===== config.mk =====
export PLATFORM = sky130hd
export DESIGN_NAME = aof_adc_out
export DESIGN_NICKNAME = d
export VERILOG_FILES = /design/src/rtl/aof_pkg.sv /design/src/rtl/aof_code_fmt.sv /design/src/rtl/aof_wake_timer.sv /design/src/rtl/aof_adc_out.sv
export SDC_FILE = /design/constraint.sdc
export NUM_CORES = 1
export LEC_CHECK = 0
export ABC_AREA = 1
export ABC_CLOCK_PERIOD_IN_PS = 2200
export BUFFER_PORTS_ARGS = -buffer_cell sky130_fd_sc_hd__buf_2
export CAP_MARGIN = 40
export CORE_ASPECT_RATIO = 1.25
export CORE_MARGIN = 2
export CORE_UTILIZATION = 30
export CTS_CLUSTER_SIZE = 20
export DETAILED_ROUTE_END_ITERATION = 8
export GPL_TIMING_DRIVEN = 0
export PLACE_DENSITY_LB_ADDON = 0.12
export SLEW_MARGIN = 15
export SYNTH_ARGS = -nofsm -noshare
export SYNTH_HDL_FRONTEND = slang
export SYNTH_SLANG_ARGS = --single-unit

===== constraint.sdc =====
create_clock -name ref_clk -period 2.2 [get_ports ref_clk]
set_clock_uncertainty 0.15 [all_clocks]
set_input_delay 0.44 -clock ref_clk [delete_from_list [all_inputs] [get_ports ref_clk]]
set_output_delay 0.44 -clock ref_clk [all_outputs]
set_load 0.01 [all_outputs]

===== src/rtl/aof_pkg.sv =====
// aof_pkg: constants and types of the converter output control block
// assumes a 10 MHz sample clock and a 14-bit offset-binary core
`default_nettype none
package aof_pkg;
	// ********************************************************
	// widths and output codes
	// ********************************************************
	localparam int DATA_W  = 14;
	localparam int MSB     = DATA_W - 1;
	localparam int TIMER_W = 16;
	localparam int ADDR_W  = 4;
	localparam int BUS_W   = 32;
	localparam logic [DATA_W-1:0] CODE_ZERO  = 14'h0000;
	localparam logic [DATA_W-1:0] CODE_ONES  = 14'h3FFF;
	localparam logic [DATA_W-1:0] MID_OFFSET = 14'h2000;
	localparam logic [DATA_W-1:0] MID_TWOS   = 14'h0000;
	// ********************************************************
	// timing
	// ********************************************************
	localparam int CLK_HZ             = 10_000_000;
	localparam int NAP_RECOVERY_CLKS  = 100;
	localparam int SLEEP_RECOVERY_MS  = 2;
	localparam int SLEEP_RECOVERY_CYC =
		CLK_HZ / 1000 * SLEEP_RECOVERY_MS;
	localparam logic [1:0] CFG_SETTLE = 2'h2;
	// ********************************************************
	// register map
	// ********************************************************
	localparam logic [ADDR_W-1:0] OFS_SLEEP_WAIT = 4'h0;
	localparam logic [ADDR_W-1:0] OFS_STATUS     = 4'h4;
	localparam logic [ADDR_W-1:0] OFS_IRQ_STAT   = 4'h8;
	localparam logic [ADDR_W-1:0] OFS_IRQ_MASK   = 4'hC;
	localparam int ST_TWOS  = 0;
	localparam int ST_STAB  = 1;
	localparam int ST_PWR   = 2;
	localparam int ST_VALID = 4;
	localparam int ST_OVF   = 5;
	localparam int ST_CFG   = 6;
	localparam int IRQ_W     = 3;
	localparam int IRQ_OVF   = 0;
	localparam int IRQ_DOWN  = 1;
	localparam int IRQ_READY = 2;
	// ********************************************************
	// types
	// ********************************************************
	typedef enum logic [1:0] {
		AOF_MODE_GND   = 2'h0,
		AOF_MODE_THIRD = 2'h1,
		AOF_MODE_TWO3  = 2'h2,
		AOF_MODE_VDD   = 2'h3
	} aof_mode_t;
	typedef enum logic [1:0] {
		AOF_RUN   = 2'h0,
		AOF_NAP   = 2'h1,
		AOF_SLEEP = 2'h3,
		AOF_WAKE  = 2'h2
	} aof_pwr_t;
endpackage
`default_nettype wire


===== src/rtl/aof_code_fmt.sv =====
// aof_code_fmt: clamps and codes one raw conversion result
// assumes raw codes arrive in offset binary from the core
`default_nettype none
module aof_code_fmt (
	// raw result
	input  wire logic [aof_pkg::DATA_W-1:0] raw_code,
	input  wire logic                       raw_over,
	input  wire logic                       raw_under,
	// configuration
	input  wire logic                       twos,
	// coded result
	output logic      [aof_pkg::DATA_W-1:0] code,
	output logic                            ovf
);
	import aof_pkg::*;
	logic [DATA_W-1:0] clamped;
	always_comb
	begin
		// over-range clamps to the full-scale code, under-range to the zero code
		if (raw_over)
			clamped = CODE_ONES;
		else if (raw_under)
			clamped = CODE_ZERO;
		else
			clamped = raw_code;
		// the two codings differ only in where midscale sits
		code = twos ? clamped ^ (MID_OFFSET ^ MID_TWOS) : clamped;
		ovf  = raw_over | raw_under;
	end
endmodule
`default_nettype wire


===== src/rtl/aof_wake_timer.sv =====
// aof_wake_timer: down counter that times recovery after shutdown
// assumes load and abort come from logic on the same clock
`default_nettype none
module aof_wake_timer #(
	parameter int W = 16
) (
	// clock and reset
	input  wire logic         ref_clk,
	input  wire logic         rst_n,
	input  wire logic         ce,
	// control
	input  wire logic         load,
	input  wire logic         abort,
	input  wire logic [W-1:0] load_val,
	// status
	output logic              busy,
	output logic              done
);
	import aof_pkg::*;
	typedef struct packed {
		logic [W-1:0] cnt;
		logic         busy;
	} aof_tmr_t;
	localparam logic [W-1:0] ONE = W'(1);
	aof_tmr_t s;
	aof_tmr_t next_s;
	if (W < 2)
	begin : g_chk
		$error("aof_wake_timer: W must be at least 2");
	end
	always_comb
	begin
		next_s = s;
		if (abort)
			next_s.busy = 1'b0;
		else if (load)
		begin
			next_s.cnt  = load_val;
			next_s.busy = (load_val != '0);
		end
		else if (done)
			next_s.busy = 1'b0;
		else if (s.busy)
			next_s.cnt = s.cnt - ONE;
	end
	always_ff @(posedge ref_clk)
	begin
		if (!rst_n)
			s <= '0;
		else if (ce)
			s <= next_s;
	end
	assign busy = s.busy;
	// last busy cycle; a load of n gives n busy cycles
	assign done = s.busy && (s.cnt == ONE);
endmodule
`default_nettype wire


===== src/rtl/aof_adc_out.sv =====
// aof_adc_out: output coding, output enable and power modes of the
// converter; software sees status and interrupts over a plain port
// assumes pins are asynchronous, core results share ref_clk
//
// Strobed register access and the placing of the registers were left to the implementer.
`default_nettype none
module aof_adc_out #(
	parameter int SLEEP_CYC = aof_pkg::SLEEP_RECOVERY_CYC,
	parameter int NAP_CYC   = aof_pkg::NAP_RECOVERY_CLKS
) (
	// clock, reset, enable
	input  wire logic                       ref_clk,
	input  wire logic                       rst_n,
	input  wire logic                       ce,
	// configuration and power pins
	input  wire logic [1:0]                 mode_level,
	input  wire logic                       power_down_request,
	input  wire logic                       out_enable_n,
	// conversion core
	input  wire logic [aof_pkg::DATA_W-1:0] raw_code,
	input  wire logic                       raw_over,
	input  wire logic                       raw_under,
	input  wire logic                       raw_valid,
	// sample outputs
	output logic      [aof_pkg::DATA_W-1:0] sample_word,
	output logic                            sample_word_oe,
	output logic                            range_overflow_flag,
	output logic                            range_overflow_oe,
	output logic                            sample_valid,
	// core control
	output logic                            duty_stab_on,
	output logic                            conv_active,
	output logic                            ref_power_on,
	// register port
	input  wire logic [aof_pkg::ADDR_W-1:0] reg_addr,
	input  wire logic [aof_pkg::BUS_W-1:0]  reg_wdata,
	input  wire logic                       reg_wr,
	input  wire logic                       reg_rd,
	output logic      [aof_pkg::BUS_W-1:0]  reg_rdata,
	// interrupt
	output logic                            irq
);
	import aof_pkg::*;

	// ********************************************************
	// state
	// ********************************************************
	typedef struct packed {
		logic [1:0]         mode_s1;
		logic [1:0]         mode_s2;
		logic               pd_s1;
		logic               pd_s2;
		logic               oen_s1;
		logic               oen_s2;
		logic [1:0]         cfg_cnt;
		logic               cfg_done;
		logic               twos;
		logic               stab;
		aof_pwr_t           pwr;
		logic               slept;
		logic [DATA_W-1:0]  word;
		logic               ovf;
		logic               valid;
		logic [TIMER_W-1:0] sleep_wait;
		logic [IRQ_W-1:0]   irq_stat;
		logic [IRQ_W-1:0]   irq_mask;
		logic [BUS_W-1:0]   rdata;
	} aof_top_t;

	localparam logic [TIMER_W-1:0] SLEEP_INIT = TIMER_W'(SLEEP_CYC);
	localparam logic [TIMER_W-1:0] NAP_LEN    = TIMER_W'(NAP_CYC);
	localparam logic [TIMER_W-1:0] WAIT_MIN   = TIMER_W'(1);

	if (SLEEP_CYC < 1 || SLEEP_CYC >= 2 ** TIMER_W ||
		NAP_CYC < 1 || NAP_CYC >= 2 ** TIMER_W)
	begin : g_chk
		$error("aof_adc_out: recovery counts out of range");
	end

	aof_top_t           s;
	aof_top_t           next_s;
	logic [DATA_W-1:0]  fmt_code;
	logic               fmt_ovf;
	logic               tmr_load;
	logic               tmr_abort;
	logic [TIMER_W-1:0] tmr_val;
	logic               tmr_busy;
	logic               tmr_done;
	logic               take;
	logic               drive;
	logic [IRQ_W-1:0]   irq_ev;
	logic [IRQ_W-1:0]   irq_clr;

	// ********************************************************
	// helpers
	// ********************************************************
	function automatic logic is_shut(input aof_pwr_t p);
		is_shut = (p == AOF_NAP) || (p == AOF_SLEEP);
	endfunction

	function automatic logic [BUS_W-1:0] rd_word(
		input aof_top_t            st,
		input logic [ADDR_W-1:0]   a
	);
		logic [BUS_W-1:0] w;
		w = '0;
		unique case (a)
			OFS_SLEEP_WAIT: w[TIMER_W-1:0] = st.sleep_wait;
			OFS_STATUS:
			begin
				w[ST_TWOS]         = st.twos;
				w[ST_STAB]         = st.stab;
				w[ST_PWR +: 2]     = st.pwr;
				w[ST_VALID]        = st.valid;
				w[ST_OVF]          = st.ovf;
				w[ST_CFG]          = st.cfg_done;
			end
			OFS_IRQ_STAT:   w[IRQ_W-1:0] = st.irq_stat;
			OFS_IRQ_MASK:   w[IRQ_W-1:0] = st.irq_mask;
			default:        w = '0;
		endcase
		rd_word = w;
	endfunction

	// ********************************************************
	// submodules
	// ********************************************************
	aof_code_fmt u_fmt (
		.raw_code  (raw_code),
		.raw_over  (raw_over),
		.raw_under (raw_under),
		.twos      (s.twos),
		.code      (fmt_code),
		.ovf       (fmt_ovf)
	);

	aof_wake_timer #(
		.W (TIMER_W)
	) u_tmr (
		.ref_clk  (ref_clk),
		.rst_n    (rst_n),
		.ce       (ce),
		.load     (tmr_load),
		.abort    (tmr_abort),
		.load_val (tmr_val),
		.busy     (tmr_busy),
		.done     (tmr_done)
	);

	// leaving shutdown starts the recovery timer; a slept reference
	// needs the long wait, a napping one the short wait
	assign tmr_load  = is_shut(s.pwr) && !s.pd_s2;
	assign tmr_val   = s.slept ? s.sleep_wait : NAP_LEN;
	assign tmr_abort = (s.pwr == AOF_WAKE) && s.pd_s2;
	// only the rising edge of ref_clk is used; no falling-edge logic
	assign take      = s.cfg_done && raw_valid &&
		((s.pwr == AOF_RUN) || (s.pwr == AOF_WAKE));
	assign irq_ev    = {
		(s.pwr == AOF_WAKE) && tmr_done,
		(s.pwr == AOF_RUN) && s.pd_s2,
		take && fmt_ovf
	};
	assign irq_clr   = (reg_wr && reg_addr == OFS_IRQ_STAT) ?
		reg_wdata[IRQ_W-1:0] : '0;

	// ********************************************************
	// next state
	// ********************************************************
	always_comb
	begin
		next_s = s;
		next_s.mode_s1 = mode_level;
		next_s.mode_s2 = s.mode_s1;
		next_s.pd_s1   = power_down_request;
		next_s.pd_s2   = s.pd_s1;
		next_s.oen_s1  = out_enable_n;
		next_s.oen_s2  = s.oen_s1;
		// format is taken once the synchroniser holds real pin levels
		if (!s.cfg_done)
		begin
			next_s.cfg_cnt = s.cfg_cnt + 2'h1;
			if (s.cfg_cnt == CFG_SETTLE)
			begin
				next_s.cfg_done = 1'b1;
				next_s.twos = (s.mode_s2 == AOF_MODE_TWO3) ||
					(s.mode_s2 == AOF_MODE_VDD);
				next_s.stab = (s.mode_s2 == AOF_MODE_THIRD) ||
					(s.mode_s2 == AOF_MODE_TWO3);
			end
		end
		unique case (s.pwr)
			AOF_RUN:
			begin
				if (s.pd_s2)
				begin
					next_s.pwr   = s.oen_s2 ? AOF_SLEEP : AOF_NAP;
					next_s.slept = s.oen_s2;
					next_s.valid = 1'b0;
				end
			end
			AOF_NAP:
			begin
				if (!s.pd_s2)
					next_s.pwr = AOF_WAKE;
				else if (s.oen_s2)
				begin
					next_s.pwr   = AOF_SLEEP;
					next_s.slept = 1'b1;
				end
			end
			AOF_SLEEP:
			begin
				// reference stays discharged: slept is kept
				if (!s.pd_s2)
					next_s.pwr = AOF_WAKE;
				else if (!s.oen_s2)
					next_s.pwr = AOF_NAP;
			end
			AOF_WAKE:
			begin
				if (s.pd_s2)
				begin
					next_s.pwr   = s.oen_s2 ? AOF_SLEEP : AOF_NAP;
					next_s.slept = s.slept | s.oen_s2;
				end
				else if (tmr_done)
				begin
					next_s.pwr   = AOF_RUN;
					next_s.slept = 1'b0;
				end
			end
		endcase
		// words made during recovery are driven but marked invalid
		if (take)
		begin
			next_s.word  = fmt_code;
			next_s.ovf   = fmt_ovf;
			next_s.valid = (s.pwr == AOF_RUN);
		end
		if (reg_wr && reg_addr == OFS_SLEEP_WAIT)
			next_s.sleep_wait = (reg_wdata[TIMER_W-1:0] == '0) ?
				WAIT_MIN : reg_wdata[TIMER_W-1:0];
		if (reg_wr && reg_addr == OFS_IRQ_MASK)
			next_s.irq_mask = reg_wdata[IRQ_W-1:0];
		// a new event beats a clear in the same cycle
		next_s.irq_stat = (s.irq_stat & ~irq_clr) | irq_ev;
		next_s.rdata = reg_rd ? rd_word(s, reg_addr) : '0;
	end

	always_ff @(posedge ref_clk)
	begin
		if (!rst_n)
		begin
			s            <= '0;
			s.pwr        <= AOF_RUN;
			s.sleep_wait <= SLEEP_INIT;
		end
		else if (ce)
			s <= next_s;
	end

	// ********************************************************
	// outputs
	// ********************************************************
	assign drive = s.cfg_done && !s.oen_s2 && !is_shut(s.pwr);
	assign sample_word         = s.word;
	assign range_overflow_flag = s.ovf;
	assign sample_word_oe      = drive;
	assign range_overflow_oe   = drive;
	assign sample_valid        = s.valid;
	assign duty_stab_on        = s.stab;
	assign conv_active         = !is_shut(s.pwr);
	assign ref_power_on        = (s.pwr != AOF_SLEEP) && !(s.slept &&
		s.pwr == AOF_NAP);
	assign reg_rdata           = s.rdata;
	assign irq                 = |(s.irq_stat & s.irq_mask);

	// ********************************************************
	// checks
	// ********************************************************
	logic [TIMER_W-1:0] ast_len;
	logic [TIMER_W-1:0] ast_cnt;
	always_ff @(posedge ref_clk)
	begin
		if (!rst_n)
		begin
			ast_len <= '0;
			ast_cnt <= '0;
		end
		else if (ce)
		begin
			if (tmr_load)
				ast_len <= tmr_val;
			ast_cnt <= (s.pwr == AOF_WAKE) ? ast_cnt + WAIT_MIN : '0;
		end
	end
endmodule
`default_nettype wire


# == Word level (Yosys, flattened, before mapping) ==
# Cells that the tools add are included.
# word_totals
reg_bits,103
in_bits,62
out_inout_bits,54
wordCells,125
# op_classes
n_addsub,2
n_eq_ne,19
muxes,31
n_bitwise,9
n_reduce_logical,43
# ops
op,n
$mux W16,5
$mux W14,3
$mux W3,7
$mux W17,1
$eq A16 B1 Y1 const B,1
$logic_not A16 Y1,1
$reduce_bool A16 Y1,1
$sub A16 B1 Y16 const B,1
$logic_and A1 B1 Y1,15
$pmux W3 S4,1
$eq A2 B2 Y1 const B,5
$ne A2 B2 Y1 const B,5
$reduce_and A2 Y1,5
$mux W9,1
$ne A3 B3 Y1 const B,3
$eq A4 B4 Y1 const B,2
$mux W2,4
$pmux W2 S4,1
$pmux W4 S2,1
$and A3 B3 Y3,2
$mux W1,6
$reduce_and A3 Y1,2
$reduce_and A6 Y1,1
$reduce_bool A2 Y1,3
other kinds (16),27

# == Longest topological paths before layout ==
# Gate-level depths: netlist (run 1).
# logic_depth
depth_word,6
mapped_depth,14
depth_no_buf,13

# == Modules after synthesis ==
# From an unflattened synthesis (run 1), not the netlist that was laid out.
# unflattened
hier_cells,759
hier_area_um2,5057.4
# modules_own_cells
module,instances,cells_each,area_per_inst_um2,seq_area_each_um2
aof_adc_out,1,491,3588.4,1401.3
aof_wake_timer,1,231,1313.8,340.3
aof_code_fmt,1,37,155.1,0.0

# == Least setup slack after synthesis (run 1) ==
# OpenSTA, ideal clock, no wires.
# synth_timing
kind,flip-flop to output port
start,register s[72] (netlist bit)
end,output port sample_word_oe
t_arrival_ns,1.470
t_required_ns,1.610
setup_slack_ns,0.140
path_stages_with_launch,7
path_buffers,1
cell_sequence,dfxtp_1 -> inv_1 -> ha_1 -> nor2_2 -> inv_1 -> nor3_1 -> buf_4
# synth_via
elab_chain_cells,4
elab_cells_between_ends,5
cone_classes,2 x eq/ne; 3 x reduce/logical
# synth_lines
item,line_no,rtl
from (decl),aof_adc_out.sv:80,aof_top_t s;
from (signal assigned),aof_adc_out.sv:259,s <= next_s;
$eq A2 B1 Y1 / $eq A2 B2 Y1 (equally long branches),--,
$logic_or A1 B1 Y1 (*),--,
$logic_not A1 Y1 (*),--,
via conv_active,aof_adc_out.sv:32,"output logic conv_active,"
$logic_and A1 B1 Y1 (*),aof_adc_out.sv:265,assign drive = s.cfg_done && !s.oen_s2 && !is_shut(s.pwr);
to (decl),aof_adc_out.sv:26,"output logic sample_word_oe,"
# Mark *: on every way through the listed nets, which the timed path passes. The rest lies on a longest branch.

# == Worst setup path in the final report (run 1) ==
# layout_timing
start,register s[71] (netlist bit)
end,output port sample_word_oe
# layout_via
elab_chain_cells,4
elab_cells_between_ends,5
cone_classes,2 x eq/ne; 3 x reduce/logical
# layout_lines
item,line_no,rtl
$eq A2 B1 Y1 / $eq A2 B2 Y1 (equally long branches),aof_adc_out.sv:98,is_shut = (p == AOF_NAP) || (p == AOF_SLEEP);
$logic_or A1 B1 Y1 (*),aof_adc_out.sv:98,
$logic_not A1 Y1 (*),aof_adc_out.sv:265,
$logic_and A1 B1 Y1 (*),aof_adc_out.sv:265,
# Mark *: on every way between the ends. The rest lies on a longest branch, timed or not.

==> results.cfg, run 1 <==
[yosys]
synth_ff_type = dfxtp_1
netlist_area_um2 = 4730
async_flop_share_pct = 0
synth_cells = 694
synth.largest_area_cell = dfxtp_1
yosys-top-cells-area = dfxtp_1 37%, nand2_1 11%, nor2_1 7.9%, buf_4 7.5%, a21oi_1 6.8%
yosys.cell_types.count = 33
synth_seq_cells = 87
synth_top_area_share_pct = 36.8
synth_seq_area_share_pct = 36.8
synth_area_per_cell_um2 = 6.81
ys_warn_count = 0
synth_edf_count = 0

[sta]
period_share_pct = 95.8
slew_violations = 0
max_slew.worst_pin.slew_ns = 0.615
hold_viol_final = 0
max_slew_margin_pct = 58.7
max_freq_mhz = 475
rsz0062_at_grt = false
finalSetupViolations = 0
fin_crit_ns = 2.11
worst_slack_ns = 0.0931

[critical_path]
end_kind = output port
worst_path_largest_cell_delay_ns = 0.48
rr_worst_depth = 10
crit_required_ns = 1.61
cp.depth = 6
cp.arrival_ns = 1.52
cp_max_fo = 5
crit_buf_inv = 3
cp_slowest_cell = dfxtp_1
crit_family = flip-flops
path_cells = ha_2, nor2_4, inv_2, nor3_4, buf_4, buf_2
critical_path_class = reg -> out
cp-start-kind = flop

[final_layout]
fill_cells = 1678
stdcell_count = 1019
areaGrowthSynthToFinish_pct = 23.4
multi_input_area_um2 = 2380
final_core_util_pct = 37.6
nets = 875
seq_area_um2 = 1750
drive_above_1_share_pct = 22.6
n_antenna_cell = 0

[route]
routed_wl_um = 14100
drtIter0Drc = 255
drc = 0
wl_per_cell_um = 13.9
ant_nets = 0
vias = 4694
via_per_inst = 4.61
firstDrtPassIters = 4

[die]
dieArea_um2 = 16800
start_util_pct = 30.5
die_height_um = 144
core-area_um2 = 15500
io-pin-count = 116
die_w_um = 116
rows = 51

[cts]
clockBufferDepth = 2
cts_buffers = 9
clkLatencyLatePin_ns = 0.35
h-tree-depth = 3
hold_buffers = 0
cts_tree = built
clk_pin_slew_worst_paths_ns = 0.07
cts_sinks = 87
root_buffer = clkbuf_16

[global_routing]
grt.total_usage_pct = 17.1
antenna_found_initial = 0
grt_max_degree = 15
grt_pass1_wl_um = 22100
grt_pass1_vias = 4425
grt_overflow = 0

[place]
dp_hpwl_um = 11000
place_ws_ns = -0.00872
dpl.cell_count = 1002
gp_congestion = 0.880
portBuffers = 81

[power_and_ir_drop]
p_per_area_nw_per_um2 = 719
ir_drop_mv = 0.451
leakage_uw = 0.00282

[min_path]
hp-class = in -> reg
hold_depth = 3

[job]
maxCapViolCount = 0

[status]
status = finished clean
[power by group]
part           total [uW]  switching (uW)  internal (uW)
logic                 825             516            309
registers            1690            56.5           1630
clock network        1680             660           1020
[worst paths after layout]
kind / from / endpoint / slack (ns)
setup / recovery: s[71] / sample_word_oe / 0.09
hold / removal: reg_wdata[9] / s[47] / 0.17
setup reg to reg: s[71] / u_tmr.s[3] / 0.15
hold reg to reg: next_s[78] / s[78] / 0.33
[layout make-up]
type / count / area share [%]
multi-input combinational: 492 / 40.8
sequential: 87 / 29.9
buffer: 75 / 8.45
timing repair buffer: 83 / 7.21
tap: 212 / 4.55
clock buffer: 10 / 4.10
inverter: 55 / 3.54
clock inverter: 5 / 1.39
[what timing repair did]
action                     CTS  global route
setup buffers                2             0
pin swaps                    2             1
resized for setup           10             5
setup endpoints to repair    2            14
gates cloned                 0             0
[synth_stat cells, types with 5 or more instances]
cell        n
a21oi_1    64
a22oi_1    11
buf_2      11
buf_4      47
clkbuf_1   12
dfxtp_1    87
ha_1       10
inv_1      53
nand2_1   144
nand3_1    50
nor2_1    100
nor4_1      5
o21ai_0    53
o22ai_1     5
[sequential cells by signal, summed over array words and instances, names as in the netlist]
signal / count
u_tmr.s: 16
u_tmr.busy: 1
range_overflow_flag: 1
duty_stab_on: 1
sample_word: 14
sample_valid: 1
reg_rdata: 16
s: 33
next_s: 4
[per-stage QoR]
| step | area (um2) | TNS (ns) | total power [uW] | hold WS [ns] |
|---|---|---|---|---|
| 2_1_floorplan | 4780 | 0 | 2300 | 0.295 |
| 3_3_place_gp | 5450 | 0 | 2520 | 0.308 |
| 3_5_place_dp | 5450 | -0.00872 | 2530 | 0.312 |
| 4_1_cts | 5820 | 0 | 4230 | 0.164 |
| 5_1_grt | 5830 | 0 | 4430 | 0.180 |
| 6_report | 5830 | 0 | 4190 | 0.173 |
[metal layers]
| metal | routed length (um) | up-vias | GRT usage, % |
|---|---|---|---|
| li1 | - | 2424 | - |
| met1 | 6280 | 2122 | 21.1 |
| met3 | 707 | 25 | 2.93 |
| met5 | 0 | - | 0 |
| met4 | 384 | 0 | 7.39 |
| met2 | 6780 | 123 | 28.9 |
[worst min-delay path: cells and delay by family]
kind / cells / cell delay (ns)
and+or+nand+nor: 2 / 0.11
buffers and inverters: 1 / 0.09
[kinds of logic (layout without fill, tap and decap cells)]
group           Yosys count  after routing  synth area share (%)
xor+xnor                  1              1                 0.185
compound gates          143            143                  16.4
flops                    87             87                  36.8
other cells               1             16                0.0793
fa+ha+maj                10             10                  2.65
simple gates            322            322                  29.1
buf+inv                 130            228                  14.7
[placed cells by master, fill, tap and decap left out, drive strengths merged]
cell type	netlist	routed
a21oi	64	64
or2	1	1
conb	1	16
ha	10	10
o21ai	53	53
clkbuf	12	22
nor4	5	5
bufinv	0	2
a22oi	11	11
clkinv	0	1
a211oi	4	4
clkinvlp	0	1
nand3b	2	2
nor2	108	108
dfxtp	87	87
o211ai	2	2
a31oi	3	3
o22ai	5	5
xnor2	1	1
nor3	4	4
nand2	149	149
buf	63	146
nand4	3	3
o211a	1	1
nand3	50	50
inv	55	56
Note: power is estimated with default switching activity, not from simulation.
==> run 2, diff against run 1 <==
--- a/config.mk
+++ b/config.mk
@@ -6,7 +6,7 @@
 export NUM_CORES = 1
 export LEC_CHECK = 0
 export ABC_AREA = 1
-export ABC_CLOCK_PERIOD_IN_PS = 2200
+export ABC_CLOCK_PERIOD_IN_PS = 1900
 export BUFFER_PORTS_ARGS = -buffer_cell sky130_fd_sc_hd__buf_2
 export CAP_MARGIN = 40
 export CORE_ASPECT_RATIO = 1.25
==> constraint.sdc (replaced) <==
create_clock -name ref_clk -period 1.9 [get_ports ref_clk]
set_clock_uncertainty 0.15 [all_clocks]
set_input_delay 0.38 -clock ref_clk [delete_from_list [all_inputs] [get_ports ref_clk]]
set_output_delay 0.38 -clock ref_clk [all_outputs]
set_load 0.01 [all_outputs]
==> run 2 against run 1 <==
  * The run now ends with negative setup slack left
  * Combinational power is 19% higher
  * Power is 9.9% higher
  * Sequential share of layout area is 0.23 points lower
  * Critical path depth is 1 higher
  * First-iteration DRC count is 23% lower
  * Sequential power is 16% higher
  * Setup slack worse by 0.20 ns
  * Non-clock buffer count is 4 higher
  * Flip-flop and latch count stayed put
  * Routed wire length is 0.80% higher
  * Clock power hardly changed
  * Final cell count is 0.49% higher
  * Critical path type unchanged
  * Critical endpoint unchanged
  * Largest power group unchanged
==> results.cfg, run 2 (synthesis gave the netlist of run 1 again) <==
[critical_path]
worst_path_largest_cell_delay_ns = 0.39
cp_max_fo = 4
path_cells = inv_4, ha_4, nor2_4, inv_2, nor3_4, buf_4, buf_6
cp.arrival_ns = 1.48
cp-start-kind = flop
cp_slowest_cell = dfxtp_4
end_kind = output port
critical_path_class = reg -> out
crit_family = flip-flops
crit_buf_inv = 4
crit_required_ns = 1.37

[place]
gp_congestion = 0.889
dp_hpwl_um = 11100
portBuffers = 81

[cts]
root_buffer = clkbuf_16
clockBufferDepth = 2
clk_pin_slew_worst_paths_ns = 0.06
hold_buffers = 0
h-tree-depth = 3
cts_buffers = 9
cts_sinks = 87
clkLatencyLatePin_ns = 0.35
cts_tree = built

[route]
drc = 0
drtIter0Drc = 197
wl_per_cell_um = 13.9
routed_wl_um = 14300
ant_nets = 0
vias = 4761
via_per_inst = 4.65
firstDrtPassIters = 5

[power_and_ir_drop]
finalPower_uw = 4610
p_int_uw = 3160
p_sw_share_pct = 31.5
p_per_area_nw_per_um2 = 783
comb_power_share_pct = 21.3
leakage_uw = 0.00282
p_seq_share_pct = 42.4
p_clk_share_pct = 36.2
ir_drop_mv = 0.390
power_switching_uw = 1450

[die]
rows = 51
die_height_um = 144
start_util_pct = 30.5
io-pin-count = 116
core-area_um2 = 15500
dieArea_um2 = 16800
die_w_um = 116

[status]
violations = negative setup slack
status = complete, but fails checks

[global_routing]
grt_pass1_wl_um = 22700
antenna_found_initial = 0
grt_overflow = 0
grt.total_usage_pct = 17.6
grt_pass1_vias = 4572
grt_max_degree = 16

[sta]
slew_violations = 0
fin_crit_ns = 2.01
finalSetupViolations = 3
max_slew.worst_pin.slew_ns = 0.591
worst_slack_ns = -0.109
hold_viol_final = 0
max_slew_margin_pct = 60.6
rsz0062_at_grt = true
max_freq_mhz = 498
period_share_pct = 106

[final_layout]
layout_commonest_cell = nand2_1
regMostFlops = s
mostFrequentLayoutCells = 143 x nand2_1, 100 x nor2_1, 89 x buf_2
nets = 879
largest_reg_flops = 33
n_antenna_cell = 0
fill_cells = 1713
areaGrowthSynthToFinish_pct = 24.6
drive_above_1_share_pct = 24.0
final_core_util_pct = 38.0

[job]
maxCapViolCount = 0

[min_path]
hp-class = in -> reg
==> run 2: cell types whose count changed in the layout (fill, tap and decap cells not counted), sizes merged <==
cell      delta
buf          +7
bufinv       -2
clkbuf       -3
clkinv       +1
clkinvlp     +2
==> run 2: metrics by stage <==
| step | setup slack [ns] | instance area, um2 | hold slack (ns) | std cells | TNS (ns) |
|---|---|---|---|---|---|
| floorplan | 0.0265 | 4790 | 0.295 | 709 | 0 |
| global placement | -0.181 | 5460 | 0.309 | 1002 | -2.82 |
| detailed placement | -0.206 | 5460 | 0.315 | 1002 | -3.56 |
| CTS | -0.189 | 5830 | 0.0948 | 1024 | -0.364 |
| global route | -0.175 | 5890 | 0.104 | 1024 | -0.393 |
| finish | -0.109 | 5890 | 0.104 | 1024 | -0.180 |
==> run 2: per-layer routing <==
metal / global-route usage [%] / vias to the layer above / wire [um] / share of wire, %
li1: - / 2433 / - / -
met1: 21.1 / 2181 / 6160 / 43
met2: 30.4 / 118 / 7040 / 49
met3: 2.89 / 29 / 628 / 4.4
met4: 7.83 / 0 / 422 / 3.0
met5: 0 / - / 0 / 0
==> run 2: what timing repair did <==
item,CTS,global route
endpoints found under the setup margin,35,35
gates resized for setup,20,24
setup buffers,6,1
pin swaps,3,5
==> run 2: layout make-up <==
| class | instances | area (um2) | share of cell area, % |
|---|---|---|---|
| buffer | 74 | 504 | 8.56 |
| clock buffer | 10 | 229 | 3.89 |
| clock inverter | 6 | 45.0 | 0.765 |
| inverter | 55 | 211 | 3.59 |
| multi-input combinational | 492 | 2420 | 41.1 |
| sequential | 87 | 1750 | 29.7 |
| tap | 212 | 265 | 4.50 |
| timing repair buffer | 88 | 464 | 7.88 |
==> run 2: power by group through the flow <==
stage                     registers, uW  logic [uW]  clock network [uW]
final                              1960         984                1670
after floorplan                    1970         695                   0
after CTS                          1950         963                1720
after global routing               1960        1140                1810
after global placement             1990         934                   0
after detailed placement           1990         937                   0
==> run 2: worst reg2reg max path, stage by stage (launching register included) <==
cell and delay (ns):
dfxtp_4 0.37, inv_4 0.07, ha_4 0.14, nor2_4 0.04
buf_4 0.14, nor2_4 0.20, inv_4 0.10, buf_8 0.16
o21ai_1 0.15, nand3_1 0.10, nand2_1 0.06, nor2_1 0.04
==> run 2: path summary, 6_finish.rpt <==
kind / from / endpoint / slack [ns] / cells past startpoint
worst max-delay path: s[72] / sample_word_oe / -0.11 / 7
worst min-delay path: mode_level[1] / next_s[83] / 0.10 / 3
worst max register to register: s[72] / u_tmr.s[3] / 0.08 / 11
worst min register to register: next_s[83] / s[83] / 0.33 / 2
